--- src/logic/rcb_pkg.sv ---
// Summary of operation
// - Overload enable set runs the chroma scaling mechanism; cleared leaves it idle.
// - Overload logic measures chroma each line and derives the Cr/Cb scale factor.
// - Blend mode applies only outside analog YCrCb mode; there fast blank is off.
// - Mode 00x mixes sources by fast blank in active line, soft 0 to 1.
// - Mode 01x mixes by fast blank, soft weight ramping from 0 to slope value.
// - Mode 100 ignores fast blank: alpha times RGB plus rest times composite.
// - Mode 101 ignores fast blank: alpha times composite plus rest times RGB.
// - Mode 110 outputs composite Y, Cb, Cr unchanged.
// - Mode 111 outputs RGB-derived Y unchanged, and RGB Cb, Cr after the overload scale factor.
// - Split select takes Y from composite, Cr/Cb from RGB, over blend mode.
// - Phase jump disable clear passes PLL phase jumps; set suppresses them.
// - In forced composite or forced RGB modes the slope register has no effect.
// - Alpha modes use the full 8-bit slope value as alpha, FF full scale.
// - Slope code sets transition length: 00 one cycle, 11 four, reset 01.
// - Override bit 2 set drives horizontal sync pad with bit 3.
// - Override bit 4 set drives vertical sync pad with bit 5.
// - Override bit 6 set drives field pad with bit 7.
// - Override bit 0 set drives lock pad with bit 1, else real lock.
package rcb_pkg;
	localparam logic [7:0] ADDR_BLEND_CTRL = 8'h05;
	localparam logic [7:0] ADDR_BLEND_SLOPE = 8'h06;
	localparam logic [7:0] ADDR_PAD_OVR = 8'h07;
	localparam logic [7:0] RST_BLEND_CTRL = 8'h20;
	localparam logic [7:0] RST_BLEND_SLOPE = 8'h01;
	localparam logic [7:0] RST_PAD_OVR = 8'h00;
	localparam int BIT_PHASE_DIS = 0;
	localparam int BIT_SPLIT = 1;
	localparam int MODE_LSB = 2;
	localparam int MODE_MSB = 4;
	localparam int BIT_CHROMA_OVL = 5;
	localparam int PAD_LOCK_EN = 0;
	localparam int PAD_LOCK_VAL = 1;
	localparam int PAD_HS_EN = 2;
	localparam int PAD_HS_VAL = 3;
	localparam int PAD_VS_EN = 4;
	localparam int PAD_VS_VAL = 5;
	localparam int PAD_FLD_EN = 6;
	localparam int PAD_FLD_VAL = 7;
	localparam logic [2:0] MODE_ALPHA_RGB = 3'h4;
	localparam logic [2:0] MODE_ALPHA_COMPOSITE_VIDEO_SOURCE = 3'h5;
	localparam logic [2:0] MODE_FORCE_COMPOSITE_VIDEO_SOURCE = 3'h6;
	localparam logic [2:0] MODE_FORCE_RGB = 3'h7;
	localparam logic [8:0] FULL_WEIGHT = 9'h100;
	localparam logic [7:0] CHROMA_LIMIT = 8'h70;
	localparam int SYNC_STAGES = 2;
	localparam logic [3:0] BITS_PER_BYTE = 4'h8;
	typedef enum logic [8:0] {
		I2C_IDLE = 9'h001,
		I2C_ADDR = 9'h002,
		I2C_ACKA = 9'h004,
		I2C_PTR = 9'h008,
		I2C_ACKP = 9'h010,
		I2C_WDATA = 9'h020,
		I2C_ACKW = 9'h040,
		I2C_RDATA = 9'h080,
		I2C_ACKR = 9'h100
	} rcb_i2c_state_e;
endpackage

--- src/logic/rcb_sync.sv ---
module rcb_sync #(
	parameter int WIDTH = 1,
	parameter int STAGES = rcb_pkg::SYNC_STAGES
) (
	input wire logic clk,
	input wire logic rst_b,
	input wire logic ce,
	input wire logic [WIDTH-1:0] asyncIn,
	output logic [WIDTH-1:0] syncOut
);
	logic [WIDTH-1:0] stage_q [STAGES];

	// Only the next stage reads each flop; the last stage is the output
	always_ff @(posedge clk or negedge rst_b) begin
		if (!rst_b) begin
			for (int i = 0; i < STAGES; i++) begin
				stage_q[i] <= '0;
			end
		end else if (ce) begin
			stage_q[0] <= asyncIn;
			for (int i = 1; i < STAGES; i++) begin
				stage_q[i] <= stage_q[i-1];
			end
		end
	end

	assign syncOut = stage_q[STAGES-1];
endmodule

--- src/logic/rcb_mix.sv ---
module rcb_mix (
	input wire logic clk,
	input wire logic rst_b,
	input wire logic ce,
	input wire logic [7:0] rgbVal,
	input wire logic [7:0] cvbsVal,
	input wire logic [8:0] weight,
	output logic [7:0] mixOut
);
	logic [16:0] sum;
	logic [8:0] restWeight;

	// Weight 256 passes the RGB value exactly, weight 0 the composite value
	always_comb begin
		restWeight = rcb_pkg::FULL_WEIGHT - weight;
		sum = ({9'h000, rgbVal} * {8'h00, weight}) + ({9'h000, cvbsVal} * {8'h00, restWeight});
	end

	always_ff @(posedge clk or negedge rst_b) begin
		if (!rst_b) begin
			mixOut <= 8'h00;
		end else if (ce) begin
			mixOut <= sum[15:8];
		end
	end
endmodule

--- src/logic/rcb_blend_top.sv ---
module rcb_blend_top #(
	// Bus address of the device; value is arbitrary
	parameter logic [6:0] DEV_ADDR = 7'h42
) (
	input wire logic clk,
	input wire logic rst_b,
	input wire logic ce,
	input wire logic sclIn,
	input wire logic sdaIn,
	output logic sdaOut,
	output logic sdaOe,
	input wire logic fastBlankIn,
	input wire logic activeVideo,
	input wire logic analogYcrcbMode,
	input wire logic [7:0] yCvbs,
	input wire logic [7:0] crCvbs,
	input wire logic [7:0] cbCvbs,
	input wire logic [7:0] yRgb,
	input wire logic [7:0] crRgb,
	input wire logic [7:0] cbRgb,
	output logic [7:0] yOut,
	output logic [7:0] crOut,
	output logic [7:0] cbOut,
	input wire logic phaseJumpReq,
	output logic pllPhaseJump,
	input wire logic hsyncIn,
	input wire logic vsyncIn,
	input wire logic fieldIn,
	input wire logic pllLockIn,
	output logic hsyncPad,
	output logic vsyncPad,
	output logic fieldPad,
	output logic lockPad
);
	rcb_pkg::rcb_i2c_state_e state_q;
	logic sclS, sdaS, fbS;
	logic sclSyncN, sdaSyncN;
	logic sclPrev_q, sdaPrev_q;
	logic sclRise, sclFall, startSeen, stopSeen;
	logic [3:0] bitCnt_q;
	logic [7:0] shift_q, txShift_q, ptr_q;
	logic isRead_q, sdaOe_q;
	logic wrStb_q;
	logic [7:0] wrAddr_q, wrData_q;
	logic [7:0] blendCtrl_q, blendSlope_q, padOvr_q;
	logic [7:0] readValue;
	logic [2:0] rampPos_q, rampLen;
	logic fbOn;
	logic [8:0] alpha9, rampTarget, rampW, wY, wC;
	logic [17:0] rampProd;
	logic [2:0] mode;
	logic activePrev_q;
	logic [7:0] peak_q;
	logic [8:0] scale_q, scaleFromPeak;
	logic [15:0] scaleQuot;
	logic [7:0] crAdj, cbAdj;
	logic [7:0] rgbArr [3];
	logic [7:0] cvbsArr [3];
	logic [8:0] wArr [3];
	logic [7:0] outArr [3];

	function automatic logic [7:0] chromaMag(input logic [7:0] c);
		return c[7] ? (c - 8'h80) : (8'h80 - c);
	endfunction

	function automatic logic [7:0] scaleChroma(input logic [7:0] c, input logic [8:0] s);
		logic signed [9:0] centred;
		logic signed [19:0] prod;
		logic signed [19:0] shifted;
		centred = $signed({2'b00, c}) - 10'sd128;
		prod = centred * $signed({1'b0, s});
		shifted = prod >>> 8;
		return {~shifted[7], shifted[6:0]};
	endfunction

	function automatic logic [8:0] rampFrac(input logic [2:0] pos, input logic [2:0] n);
		logic [8:0] f;
		f = 9'h000;
		if (pos >= n) begin
			f = rcb_pkg::FULL_WEIGHT;
		end else if (pos != 3'h0) begin
			case (n)
				3'h2: f = 9'h080;
				3'h3: f = (pos == 3'h1) ? 9'h055 : 9'h0ab;
				3'h4: f = {1'b0, pos[1:0], 6'h00};
				default: f = rcb_pkg::FULL_WEIGHT;
			endcase
		end
		return f;
	endfunction

	// Pins from outside the clock domain: bus lines and fast blank
	rcb_sync #(
		.WIDTH(3),
		.STAGES(rcb_pkg::SYNC_STAGES)
	) pinSync (
		.clk(clk),
		.rst_b(rst_b),
		.ce(ce),
		.asyncIn({~sclIn, ~sdaIn, fastBlankIn}),
		.syncOut({sclSyncN, sdaSyncN, fbS})
	);

	// Bus lines cross inverted so a cleared synchroniser reads as idle high
	assign sclS = ~sclSyncN;
	assign sdaS = ~sdaSyncN;

	always_ff @(posedge clk or negedge rst_b) begin
		if (!rst_b) begin
			sclPrev_q <= 1'b1;
			sdaPrev_q <= 1'b1;
		end else if (ce) begin
			sclPrev_q <= sclS;
			sdaPrev_q <= sdaS;
		end
	end

	assign sclRise = sclS && !sclPrev_q;
	assign sclFall = !sclS && sclPrev_q;
	assign startSeen = sclS && sclPrev_q && sdaPrev_q && !sdaS;
	assign stopSeen = sclS && sclPrev_q && !sdaPrev_q && sdaS;
	assign sdaOut = 1'b0;
	assign sdaOe = sdaOe_q;

	always_comb begin
		case (ptr_q)
			rcb_pkg::ADDR_BLEND_CTRL: readValue = blendCtrl_q;
			rcb_pkg::ADDR_BLEND_SLOPE: readValue = blendSlope_q;
			rcb_pkg::ADDR_PAD_OVR: readValue = padOvr_q;
			default: readValue = 8'h00;
		endcase
	end

	// Serial slave: pointer byte, then data bytes with auto increment
	always_ff @(posedge clk or negedge rst_b) begin
		if (!rst_b) begin
			state_q <= rcb_pkg::I2C_IDLE;
			bitCnt_q <= 4'h0;
			shift_q <= 8'h00;
			txShift_q <= 8'h00;
			ptr_q <= 8'h00;
			isRead_q <= 1'b0;
			sdaOe_q <= 1'b0;
			wrStb_q <= 1'b0;
			wrAddr_q <= 8'h00;
			wrData_q <= 8'h00;
		end else if (ce) begin
			wrStb_q <= 1'b0;
			if (startSeen) begin
				state_q <= rcb_pkg::I2C_ADDR;
				bitCnt_q <= 4'h0;
				sdaOe_q <= 1'b0;
			end else if (stopSeen) begin
				state_q <= rcb_pkg::I2C_IDLE;
				sdaOe_q <= 1'b0;
			end else if (sclRise) begin
				shift_q <= {shift_q[6:0], sdaS};
				if (state_q != rcb_pkg::I2C_IDLE && bitCnt_q < rcb_pkg::BITS_PER_BYTE) begin
					bitCnt_q <= bitCnt_q + 4'h1;
				end
			end else if (sclFall) begin
				case (state_q)
					rcb_pkg::I2C_ADDR: begin
						if (bitCnt_q == rcb_pkg::BITS_PER_BYTE) begin
							if (shift_q[7:1] == DEV_ADDR) begin
								isRead_q <= shift_q[0];
								sdaOe_q <= 1'b1;
								state_q <= rcb_pkg::I2C_ACKA;
							end else begin
								state_q <= rcb_pkg::I2C_IDLE;
							end
						end
					end
					rcb_pkg::I2C_ACKA: begin
						bitCnt_q <= 4'h0;
						if (isRead_q) begin
							sdaOe_q <= ~readValue[7];
							txShift_q <= {readValue[6:0], 1'b0};
							ptr_q <= ptr_q + 8'h01;
							state_q <= rcb_pkg::I2C_RDATA;
						end else begin
							sdaOe_q <= 1'b0;
							state_q <= rcb_pkg::I2C_PTR;
						end
					end
					rcb_pkg::I2C_PTR: begin
						if (bitCnt_q == rcb_pkg::BITS_PER_BYTE) begin
							ptr_q <= shift_q;
							sdaOe_q <= 1'b1;
							state_q <= rcb_pkg::I2C_ACKP;
						end
					end
					rcb_pkg::I2C_ACKP, rcb_pkg::I2C_ACKW: begin
						sdaOe_q <= 1'b0;
						bitCnt_q <= 4'h0;
						state_q <= rcb_pkg::I2C_WDATA;
					end
					rcb_pkg::I2C_WDATA: begin
						if (bitCnt_q == rcb_pkg::BITS_PER_BYTE) begin
							wrStb_q <= 1'b1;
							wrAddr_q <= ptr_q;
							wrData_q <= shift_q;
							ptr_q <= ptr_q + 8'h01;
							sdaOe_q <= 1'b1;
							state_q <= rcb_pkg::I2C_ACKW;
						end
					end
					rcb_pkg::I2C_RDATA: begin
						if (bitCnt_q == rcb_pkg::BITS_PER_BYTE) begin
							sdaOe_q <= 1'b0;
							bitCnt_q <= 4'h0;
							state_q <= rcb_pkg::I2C_ACKR;
						end else begin
							sdaOe_q <= ~txShift_q[7];
							txShift_q <= {txShift_q[6:0], 1'b0};
						end
					end
					rcb_pkg::I2C_ACKR: begin
						// Master not acknowledging ends the read
						if (shift_q[0]) begin
							state_q <= rcb_pkg::I2C_IDLE;
						end else begin
							sdaOe_q <= ~readValue[7];
							txShift_q <= {readValue[6:0], 1'b0};
							ptr_q <= ptr_q + 8'h01;
							state_q <= rcb_pkg::I2C_RDATA;
						end
					end
					default: state_q <= rcb_pkg::I2C_IDLE;
				endcase
			end
		end
	end

	always_ff @(posedge clk or negedge rst_b) begin
		if (!rst_b) begin
			blendCtrl_q <= rcb_pkg::RST_BLEND_CTRL;
			blendSlope_q <= rcb_pkg::RST_BLEND_SLOPE;
			padOvr_q <= rcb_pkg::RST_PAD_OVR;
		end else if (ce && wrStb_q) begin
			case (wrAddr_q)
				rcb_pkg::ADDR_BLEND_CTRL: blendCtrl_q <= wrData_q;
				rcb_pkg::ADDR_BLEND_SLOPE: blendSlope_q <= wrData_q;
				rcb_pkg::ADDR_PAD_OVR: padOvr_q <= wrData_q;
				default: blendCtrl_q <= blendCtrl_q;
			endcase
		end
	end

	// Soft mix ramp position, one step per mixing clock
	assign fbOn = fbS && activeVideo;
	assign rampLen = {1'b0, blendSlope_q[1:0]} + 3'h1;

	always_ff @(posedge clk or negedge rst_b) begin
		if (!rst_b) begin
			rampPos_q <= 3'h0;
		end else if (ce) begin
			if (fbOn) begin
				rampPos_q <= (rampPos_q >= rampLen) ? rampLen : rampPos_q + 3'h1;
			end else if (rampPos_q != 3'h0) begin
				rampPos_q <= rampPos_q - 3'h1;
			end
		end
	end

	// Chroma overload: peak excursion per line sets next line's scale
	always_comb begin
		scaleQuot = {rcb_pkg::CHROMA_LIMIT, 8'h00} / {8'h00, peak_q};
		scaleFromPeak = (peak_q > rcb_pkg::CHROMA_LIMIT) ? scaleQuot[8:0] : rcb_pkg::FULL_WEIGHT;
	end

	always_ff @(posedge clk or negedge rst_b) begin
		if (!rst_b) begin
			activePrev_q <= 1'b0;
			peak_q <= 8'h00;
			scale_q <= rcb_pkg::FULL_WEIGHT;
		end else if (ce) begin
			activePrev_q <= activeVideo;
			if (!blendCtrl_q[rcb_pkg::BIT_CHROMA_OVL]) begin
				peak_q <= 8'h00;
				scale_q <= rcb_pkg::FULL_WEIGHT;
			end else if (activeVideo) begin
				if (chromaMag(crRgb) > peak_q && chromaMag(crRgb) >= chromaMag(cbRgb)) begin
					peak_q <= chromaMag(crRgb);
				end else if (chromaMag(cbRgb) > peak_q) begin
					peak_q <= chromaMag(cbRgb);
				end
			end else if (activePrev_q) begin
				scale_q <= scaleFromPeak;
				peak_q <= 8'h00;
			end
		end
	end

	assign crAdj = scaleChroma(crRgb, scale_q);
	assign cbAdj = scaleChroma(cbRgb, scale_q);

	// Weights given to the RGB source, 256 meaning full RGB
	always_comb begin
		mode = blendCtrl_q[rcb_pkg::MODE_MSB:rcb_pkg::MODE_LSB];
		alpha9 = {1'b0, blendSlope_q} + {8'h00, blendSlope_q[7]};
		rampTarget = mode[1] ? alpha9 : rcb_pkg::FULL_WEIGHT;
		rampProd = {9'h000, rampTarget} * {9'h000, rampFrac(rampPos_q, rampLen)};
		rampW = rampProd[16:8];
		case (mode)
			rcb_pkg::MODE_ALPHA_RGB: wY = alpha9;
			rcb_pkg::MODE_ALPHA_COMPOSITE_VIDEO_SOURCE: wY = rcb_pkg::FULL_WEIGHT - alpha9;
			rcb_pkg::MODE_FORCE_COMPOSITE_VIDEO_SOURCE: wY = 9'h000;
			rcb_pkg::MODE_FORCE_RGB: wY = rcb_pkg::FULL_WEIGHT;
			default: wY = rampW;
		endcase
		wC = wY;
		if (analogYcrcbMode) begin
			wY = 9'h000;
			wC = 9'h000;
		end
		if (blendCtrl_q[rcb_pkg::BIT_SPLIT]) begin
			wY = 9'h000;
			wC = rcb_pkg::FULL_WEIGHT;
		end
	end

	assign rgbArr[0] = yRgb;
	assign rgbArr[1] = crAdj;
	assign rgbArr[2] = cbAdj;
	assign cvbsArr[0] = yCvbs;
	assign cvbsArr[1] = crCvbs;
	assign cvbsArr[2] = cbCvbs;
	assign wArr[0] = wY;
	assign wArr[1] = wC;
	assign wArr[2] = wC;

	for (genvar i = 0; i < 3; i++) begin : gMix
		rcb_mix mixer (
			.clk(clk),
			.rst_b(rst_b),
			.ce(ce),
			.rgbVal(rgbArr[i]),
			.cvbsVal(cvbsArr[i]),
			.weight(wArr[i]),
			.mixOut(outArr[i])
		);
	end

	assign yOut = outArr[0];
	assign crOut = outArr[1];
	assign cbOut = outArr[2];

	always_ff @(posedge clk or negedge rst_b) begin
		if (!rst_b) begin
			pllPhaseJump <= 1'b0;
		end else if (ce) begin
			pllPhaseJump <= phaseJumpReq && !blendCtrl_q[rcb_pkg::BIT_PHASE_DIS];
		end
	end

	always_ff @(posedge clk or negedge rst_b) begin
		if (!rst_b) begin
			hsyncPad <= 1'b0;
			vsyncPad <= 1'b0;
			fieldPad <= 1'b0;
			lockPad <= 1'b0;
		end else if (ce) begin
			hsyncPad <= padOvr_q[rcb_pkg::PAD_HS_EN] ? padOvr_q[rcb_pkg::PAD_HS_VAL] : hsyncIn;
			vsyncPad <= padOvr_q[rcb_pkg::PAD_VS_EN] ? padOvr_q[rcb_pkg::PAD_VS_VAL] : vsyncIn;
			fieldPad <= padOvr_q[rcb_pkg::PAD_FLD_EN] ? padOvr_q[rcb_pkg::PAD_FLD_VAL] : fieldIn;
			lockPad <= padOvr_q[rcb_pkg::PAD_LOCK_EN] ? padOvr_q[rcb_pkg::PAD_LOCK_VAL] : pllLockIn;
		end
	end
endmodule

--- config.mk ---
export PLATFORM = sky130hd
export DESIGN_NAME = rcb_blend_top
export DESIGN_NICKNAME = d
export VERILOG_FILES = /design/src/logic/rcb_pkg.sv /design/src/logic/rcb_sync.sv /design/src/logic/rcb_mix.sv /design/src/logic/rcb_blend_top.sv
export SDC_FILE = /design/constraint.sdc
export NUM_CORES = 2
export LEC_CHECK = 0
export BUFFER_PORTS_ARGS = -buffer_cell sky130_fd_sc_hd__buf_2
export CAP_MARGIN = 20
export CORE_ASPECT_RATIO = 0.5
export CORE_UTILIZATION = 53
export CTS_CLUSTER_SIZE = 40
export DETAILED_ROUTE_END_ITERATION = 12
export HOLD_SLACK_MARGIN = 0.08
export PLACE_DENSITY_LB_ADDON = 0.15
export SYNTH_ARGS = -nofsm -noshare
export SYNTH_HDL_FRONTEND = slang
export SYNTH_SLANG_ARGS = --single-unit
--- constraint.sdc ---
create_clock -name clk -period 72.1 [get_ports clk]
set_input_delay 14.42 -clock clk [delete_from_list [all_inputs] [get_ports clk]]
set_output_delay 14.42 -clock clk [all_outputs]
set_load 0.05 [all_outputs]
# [Word level (Yosys, flattened, before mapping)]
# Index checks and enable logic that the tools add are counted.
# W data, S select, Z words.
[classes] n_addsub=18 multipliers=9 div_mod_pow=1 magnitude_cmp=6 eq_ne=45 mux=73 n_bitwise=11 n_reduce_logical=40
[ops] cell="$mux W9" n=18
[ops] cell="$mux W8" n=17
[ops] cell="$mul A8 B9 Y16" n=6
[ops] cell="$pmux W9 S7" n=1
[ops] cell="$add A16 B16 Y16" n=3
[ops] cell="$eq A8 B3 Y1 const B" n=6
[ops] cell="$pmux W8 S3" n=2
[ops] cell="$pmux W9 S4" n=1
[ops] cell="$mul A9 B10 Y16" n=2
[ops] cell="$pmux W8 S4" n=1
[ops] cell="$ne A4 B4 Y1 const B" n=7
[ops] cell="$pmux W9 S3" n=1
[ops] cell="$sub A9 B9 Y9 const A" n=3
[ops] cell="$mux W4" n=6
[ops] cell="$mux W1" n=20
[ops] cell="$sub A8 B8 Y9 const B" n=2
[ops] cell="$mul A9 B9 Y17" n=1
[ops] cell="$div A15 B8 Y16 const A" n=1
[ops] cell="$gt A8 B8 Y1" n=2
[ops] cell="$reduce_and A8 Y1" n=2
[ops] cell="$sub A8 B8 Y8 const A" n=2
[ops] cell="$sub A8 B8 Y8 const B" n=2
[ops] cell="$eq A3 B3 Y1 const B" n=5
[ops] cell="$ne A2 B2 Y1 const B" n=7
[ops] cell="other kinds (47)" n=85
[totals] ff_bits=138 out_inout_bits=31 elab_cells=232

# [Logic depth before layout (Yosys ltp)]
[depth] depth_word=12 ltp_mapped=140 mapped_depth_nobuf=132

# [Modules after synthesis]
# From an unflattened synthesis, not the netlist that was laid out.
[hier_totals] hier_cells=3903 hier_area_um2=34112.7
[modules_own_cells] module="rcb_blend_top" n_inst=1 cells_each=2268 area_each_um2=19024.5
[modules_own_cells] module="rcb_mix at gMix[2].mixer" n_inst=1 cells_each=542 area_each_um2=4982.3
[modules_own_cells] module="rcb_mix at gMix[1].mixer" n_inst=1 cells_each=540 area_each_um2=4941.0
[modules_own_cells] module="rcb_mix at gMix[0].mixer" n_inst=1 cells_each=537 area_each_um2=4890.9
[modules_own_cells] module="rcb_sync" n_inst=1 cells_each=16 area_each_um2=274.0

# [Worst setup path after synthesis]
# No wires, ideal clock.
[synth_timing] path_type="flip-flop to flip-flop" from="register peak_q[6]" to="register scale_q[0]" setup_ns=0.124 t_arrival_ns=26.699 required_time_ns=71.976 slack_ns=45.277 path_stages_with_launch=134 synth_period_minus_slack_ns=26.823 path_cell_list="dfrtp_1 or4_1 buf_2 nor2_1 nand2_1 ha_1 o21ai_0 a2111o_1 ha_1 mux2_2 o22a_1 a2111oi_0 nor2_1 ha_1 a21o_1 and2_1 o31ai_1 o21bai_1 [98 not listed] o21a_1 o21a_1 o21a_1 o21a_1 nor2_1 nand2_1 nor4_2 o21ai_1 mux2_1 ha_1 nand4_1 or3_1 nor2_1 a21oi_1 o211ai_1 a2111oi_0 o2111ai_1 o31a_1"
[synth_between] elab_chain_len=5
[synth_lines] element="start: declaration" line="rcb_blend_top.sv:53" text="logic [7:0] peak_q;"
[synth_lines] element="start signal: assignment" line="rcb_blend_top.sv:284" text="peak_q <= chromaMag(crRgb);"
[synth_lines] element="start signal: assignment" line="rcb_blend_top.sv:286" text="peak_q <= chromaMag(cbRgb);"
[synth_lines] element="$div A15 B8 Y16 / $gt A8 B7 Y1 (equally long branches)" line="rcb_blend_top.sv:268, rcb_blend_top.sv:269"
[synth_lines] element="$mux W9 (*)" line="rcb_blend_top.sv:269" text="scaleFromPeak = (peak_q > rcb_pkg::CHROMA_LIMIT) ? scaleQuot[8:0] : rcb_pkg::FULL_WEIGHT;"
[synth_lines] element="$mux W9 (*)" line="rcb_blend_top.sv:288" text="end else if (activePrev_q) begin"
[synth_lines] element="$mux W9 (*)" line="rcb_blend_top.sv:282" text="end else if (activeVideo) begin"
[synth_lines] element="$mux W9 (*)" line="rcb_blend_top.sv:279" text="if (!blendCtrl_q[rcb_pkg::BIT_CHROMA_OVL]) begin"
[synth_lines] element="end signal: assignment" line="rcb_blend_top.sv:276" text="scale_q <= rcb_pkg::FULL_WEIGHT;"
[synth_lines] element="end signal: assignment" line="rcb_blend_top.sv:281" text="scale_q <= rcb_pkg::FULL_WEIGHT;"
[synth_lines] element="end signal: assignment" line="rcb_blend_top.sv:289" text="scale_q <= scaleFromPeak;"
[synth_lines] element="end: declaration" line="rcb_blend_top.sv:54" text="logic [8:0] scale_q, scaleFromPeak;"
# Every way passes the cells marked *; elsewhere a longest branch is shown, timed or not. The select of a mux whose other input is x is not followed.
# A chain may end at the register's enable or synchronous reset.

# [Worst setup path in the final report]
# Same ends and word-level chain as after synthesis.

==> impl_metrics.csv <==
group,metric,value,unit
clocking,hold_buffers,0,
power_and_ir_drop,p_per_area,47.5,nW/um^2
layout,fillers,5675,
floorplanning,die_w,357,microns
sta,maxSlewViolCount,0,
global_route,grt_pass1_wl,141000,microns
clocking,worstSkewPairLatency,0.46,ns
global_route,grt_use_total,27.0,%
global_route,antenna_found_initial,2,
setup_path,crit_path_top_delay_cell,"o32ai_2",
sta,final-setup-viol-count,0,
route,detail-route-antenna-nets,0,
floorplanning,placementRows,64,
clocking,ctsResizeCount,0,
route,vias_per_cell,5.59,
setup_path,criticalPathCategory,"register to register",
global_route,grt_max_degree,86,
floorplanning,initial_core_util,54.1,%
setup_path,cp-end-kind,"register",
setup_path,cp_slowest_stage_delay,0.89,ns
yosys,async_flop_share,100,%
route,drt-total-wl,82000,microns
layout,finish.instance_area,35300,sq um
clocking,cts-root-buf,"clkbuf_16",
sta,fin_crit_sh,43.5,%
layout,area_growth,5.94,%
placed_design,dp_hpwl,66200,microns
sta,slew-limit-headroom,35.1,%
outcome,status,"complete, no violations",
yosys,ys_seq_area_share,10.3,%
layout,drive_gt1_share,8.69,%
route,drcViolationCount,0,
yosys,synthFlopType,"dfrtp_1",
placed_design,place_area,34700,sq um
sta,tightestPinTransition,0.969,ns
yosys,synth.top_cell.area_share,27.8,%
yosys,yosysWarningCount,0,
setup_path,cp_max_fo,17,
setup_path,cp.arrival,31.72,ns
floorplanning,io_pins,92,
yosys,syn_inst,3869,
clocking,cts_tree,"done",
route,dr.pass1.iters,6,
route,vias,26404,
clocking,clkSinkCount,137,
floorplanning,core,61700,sq um
clocking,post_cts_buffers,0,
global_route,grt_pass1_vias,27603,
route,wl_met3,3570,microns
sta,worst_clock_skew,0.0218,ns
setup_path,crit_top_cell,"o21a_1",
sta,rsz0062_at_grt,"no",
clocking,htreeDepth,4,
yosys,synth-edff-count,0,
clocking,cts_inserted_buffers,17,
route,drt-met1-wl,38000,microns
setup_path,start_kind,"register",
floorplanning,die_area,64000,sq um
global_route,globalRoute.totalOverflow,0,
yosys,synth-seq-cells,137,
yosys,syn_area,33400,sq um
power_and_ir_drop,p_leak,17.5,nW
yosys,avgSynthCellArea,8.62,sq um
setup_path,critical_path_required,72.45,ns
floorplanning,die_y,179,microns
clocking,clk_pin_slew,0.08,ns
yosys,synthTopCellsByArea,"fa_1 28%, ha_1 15%, dfrtp_1 9.8%",
yosys,synth_cell_types,101,
route,routed.top_layer,"met4",
power_and_ir_drop,ir_drop,0.000117,V
placed_design,port_buffers,90,
route,met2_length,39100,microns
sta,hold_viol,0,
job,cap_violations,0,
sta,min_period,31.37,ns
sta,tns,0,ns
route,drt-wirelength-per-cell,17.4,microns
sta,fmax,0.0319,GHz
hold_path,hold_path.class,"register to register",
placed_design,place_congestion,0.865,
yosys,synth_top_area_cell,"fa_1",
route,drt_iter0_drc,1379,
clocking,clockBufferDepth,2,
layout,nNetsFinal,4821,
## sequential cells by signal, indices dropped and copies added (netlist names), 3 cells and up
register and flops:
gMix.mixer.mixOut 24, scale_q 9, state_q 9, blendCtrl_q 8, blendSlope_q 8, padOvr_q 8, peak_q 8, ptr_q 8
shift_q 8, wrAddr_q 8, wrData_q 8, txShift_q 7, bitCnt_q 4, pinSync.stage_q 3, pinSync.syncOut 3, rampPos_q 3
## synth_stat cells, drive strengths merged (95+ instances only)
master and count:
dfrtp 131, clkbuf 110, inv 609, xnor2 124
mux2 95, nor2 215, ha 408, a21oi 109
and2 242, nand2 491, o21ai 134, fa 464
## final timing paths
kind,start,endpoint,slack [ns],cells after the start
worst max-delay path,peak_q[6],scale_q[0],40.73,124
worst min-delay path,pinSync.syncOut[2],sclPrev_q,0.43,1
worst max register to register,peak_q[6],scale_q[0],40.73,124
worst min register to register,pinSync.syncOut[2],sclPrev_q,0.43,1
max in group asynchronous,rst_b,gMix[1].mixer.mixOut[3],56.74,2
min in group asynchronous,rst_b,bitCnt_q[0],14.05,1
## worst max-delay path: cells and delay by family, from the launching register on
| kind | cells | cell delay, ns |
|---|---|---|
| compound gates | 65 | 15.38 |
| xor+xnor | 1 | 0.15 |
| fa+ha+maj | 14 | 4.63 |
| flops | 1 | 0.45 |
| mux | 4 | 1.27 |
| simple gates | 40 | 9.33 |
## power by group
part           switching, mW  internal (mW)  total [mW]
registers            0.00907         0.0912       0.100
logic                  0.877          0.604        1.48
clock network         0.0430         0.0541      0.0971
## cell type report
class                           instances  area (sq um)  area share [%]
Inverter                              612          2300            6.50
Antenna cell                            1          2.50         0.00708
Multi-Input combinational cell       2985         27100            76.8
Tap cell                              825          1030            2.92
Clock inverter                         14           199           0.563
Timing Repair Buffer                  135           795            2.25
Sequential cell                       137          3440            9.72
Clock buffer                           18           439            1.24
## routing by layer
metal	track usage, %	vias to the layer above
met5	0	-
met4	5.83	0
met3	2.79	88
met2	45.0	558
met1	37.8	13169
li1	-	12589
## per-stage QoR
step / worst slack (ns) / hold WS (ns) / utilization [%] / std cells / power (mW)
global placement: 42.02 / 0.437 / 56.3 / 4693 / 1.55
CTS: 41.03 / 0.434 / 57.3 / 4725 / 1.68
detailed placement: 41.14 / 0.425 / 56.3 / 4693 / 1.57
global route: 38.11 / 0.457 / 57.3 / 4727 / 1.87
floorplan: 45.28 / 0.411 / - / 3870 / 1.27
finish: 40.73 / 0.433 / 57.3 / 4727 / 1.68
## kinds of logic (layout without fill, tap and decap cells)
group,count (synthesis),in the layout,synth area share (%)
buf+inv,748,779,8.54
xor+xnor,161,161,4.25
simple gates,1312,1312,19.3
other cells,1,3,0.0112
fa+ha+maj,872,872,43.1
mux,118,118,4.03
flops,137,137,10.3
compound gates,520,520,10.5
## cells in the final DEF (no fill, tap or decap), types with 21 or more instances in the layout
| cell type | count |
|---|---|
| buf_2 | 89 |
| mux2_2 | 91 |
| a21o_1 | 39 |
| and3_1 | 27 |
| dfrtp_1 | 131 |
| a21oi_1 | 107 |
| a31oi_1 | 21 |
| nor3_1 | 58 |
| nor2b_1 | 57 |
| fa_1 | 464 |
| nand2b_1 | 44 |
| nor2_1 | 214 |
| o21ai_0 | 121 |
| buf_4 | 45 |
| nand3_1 | 56 |
| xor2_1 | 37 |
| nand2_1 | 490 |
| o31ai_1 | 39 |
| nand4_1 | 22 |
| ha_1 | 408 |
| o21a_1 | 32 |
| inv_1 | 608 |
| or2_2 | 24 |
| xnor2_1 | 117 |
| and2_1 | 242 |
(Power assumes the default switching activity.)
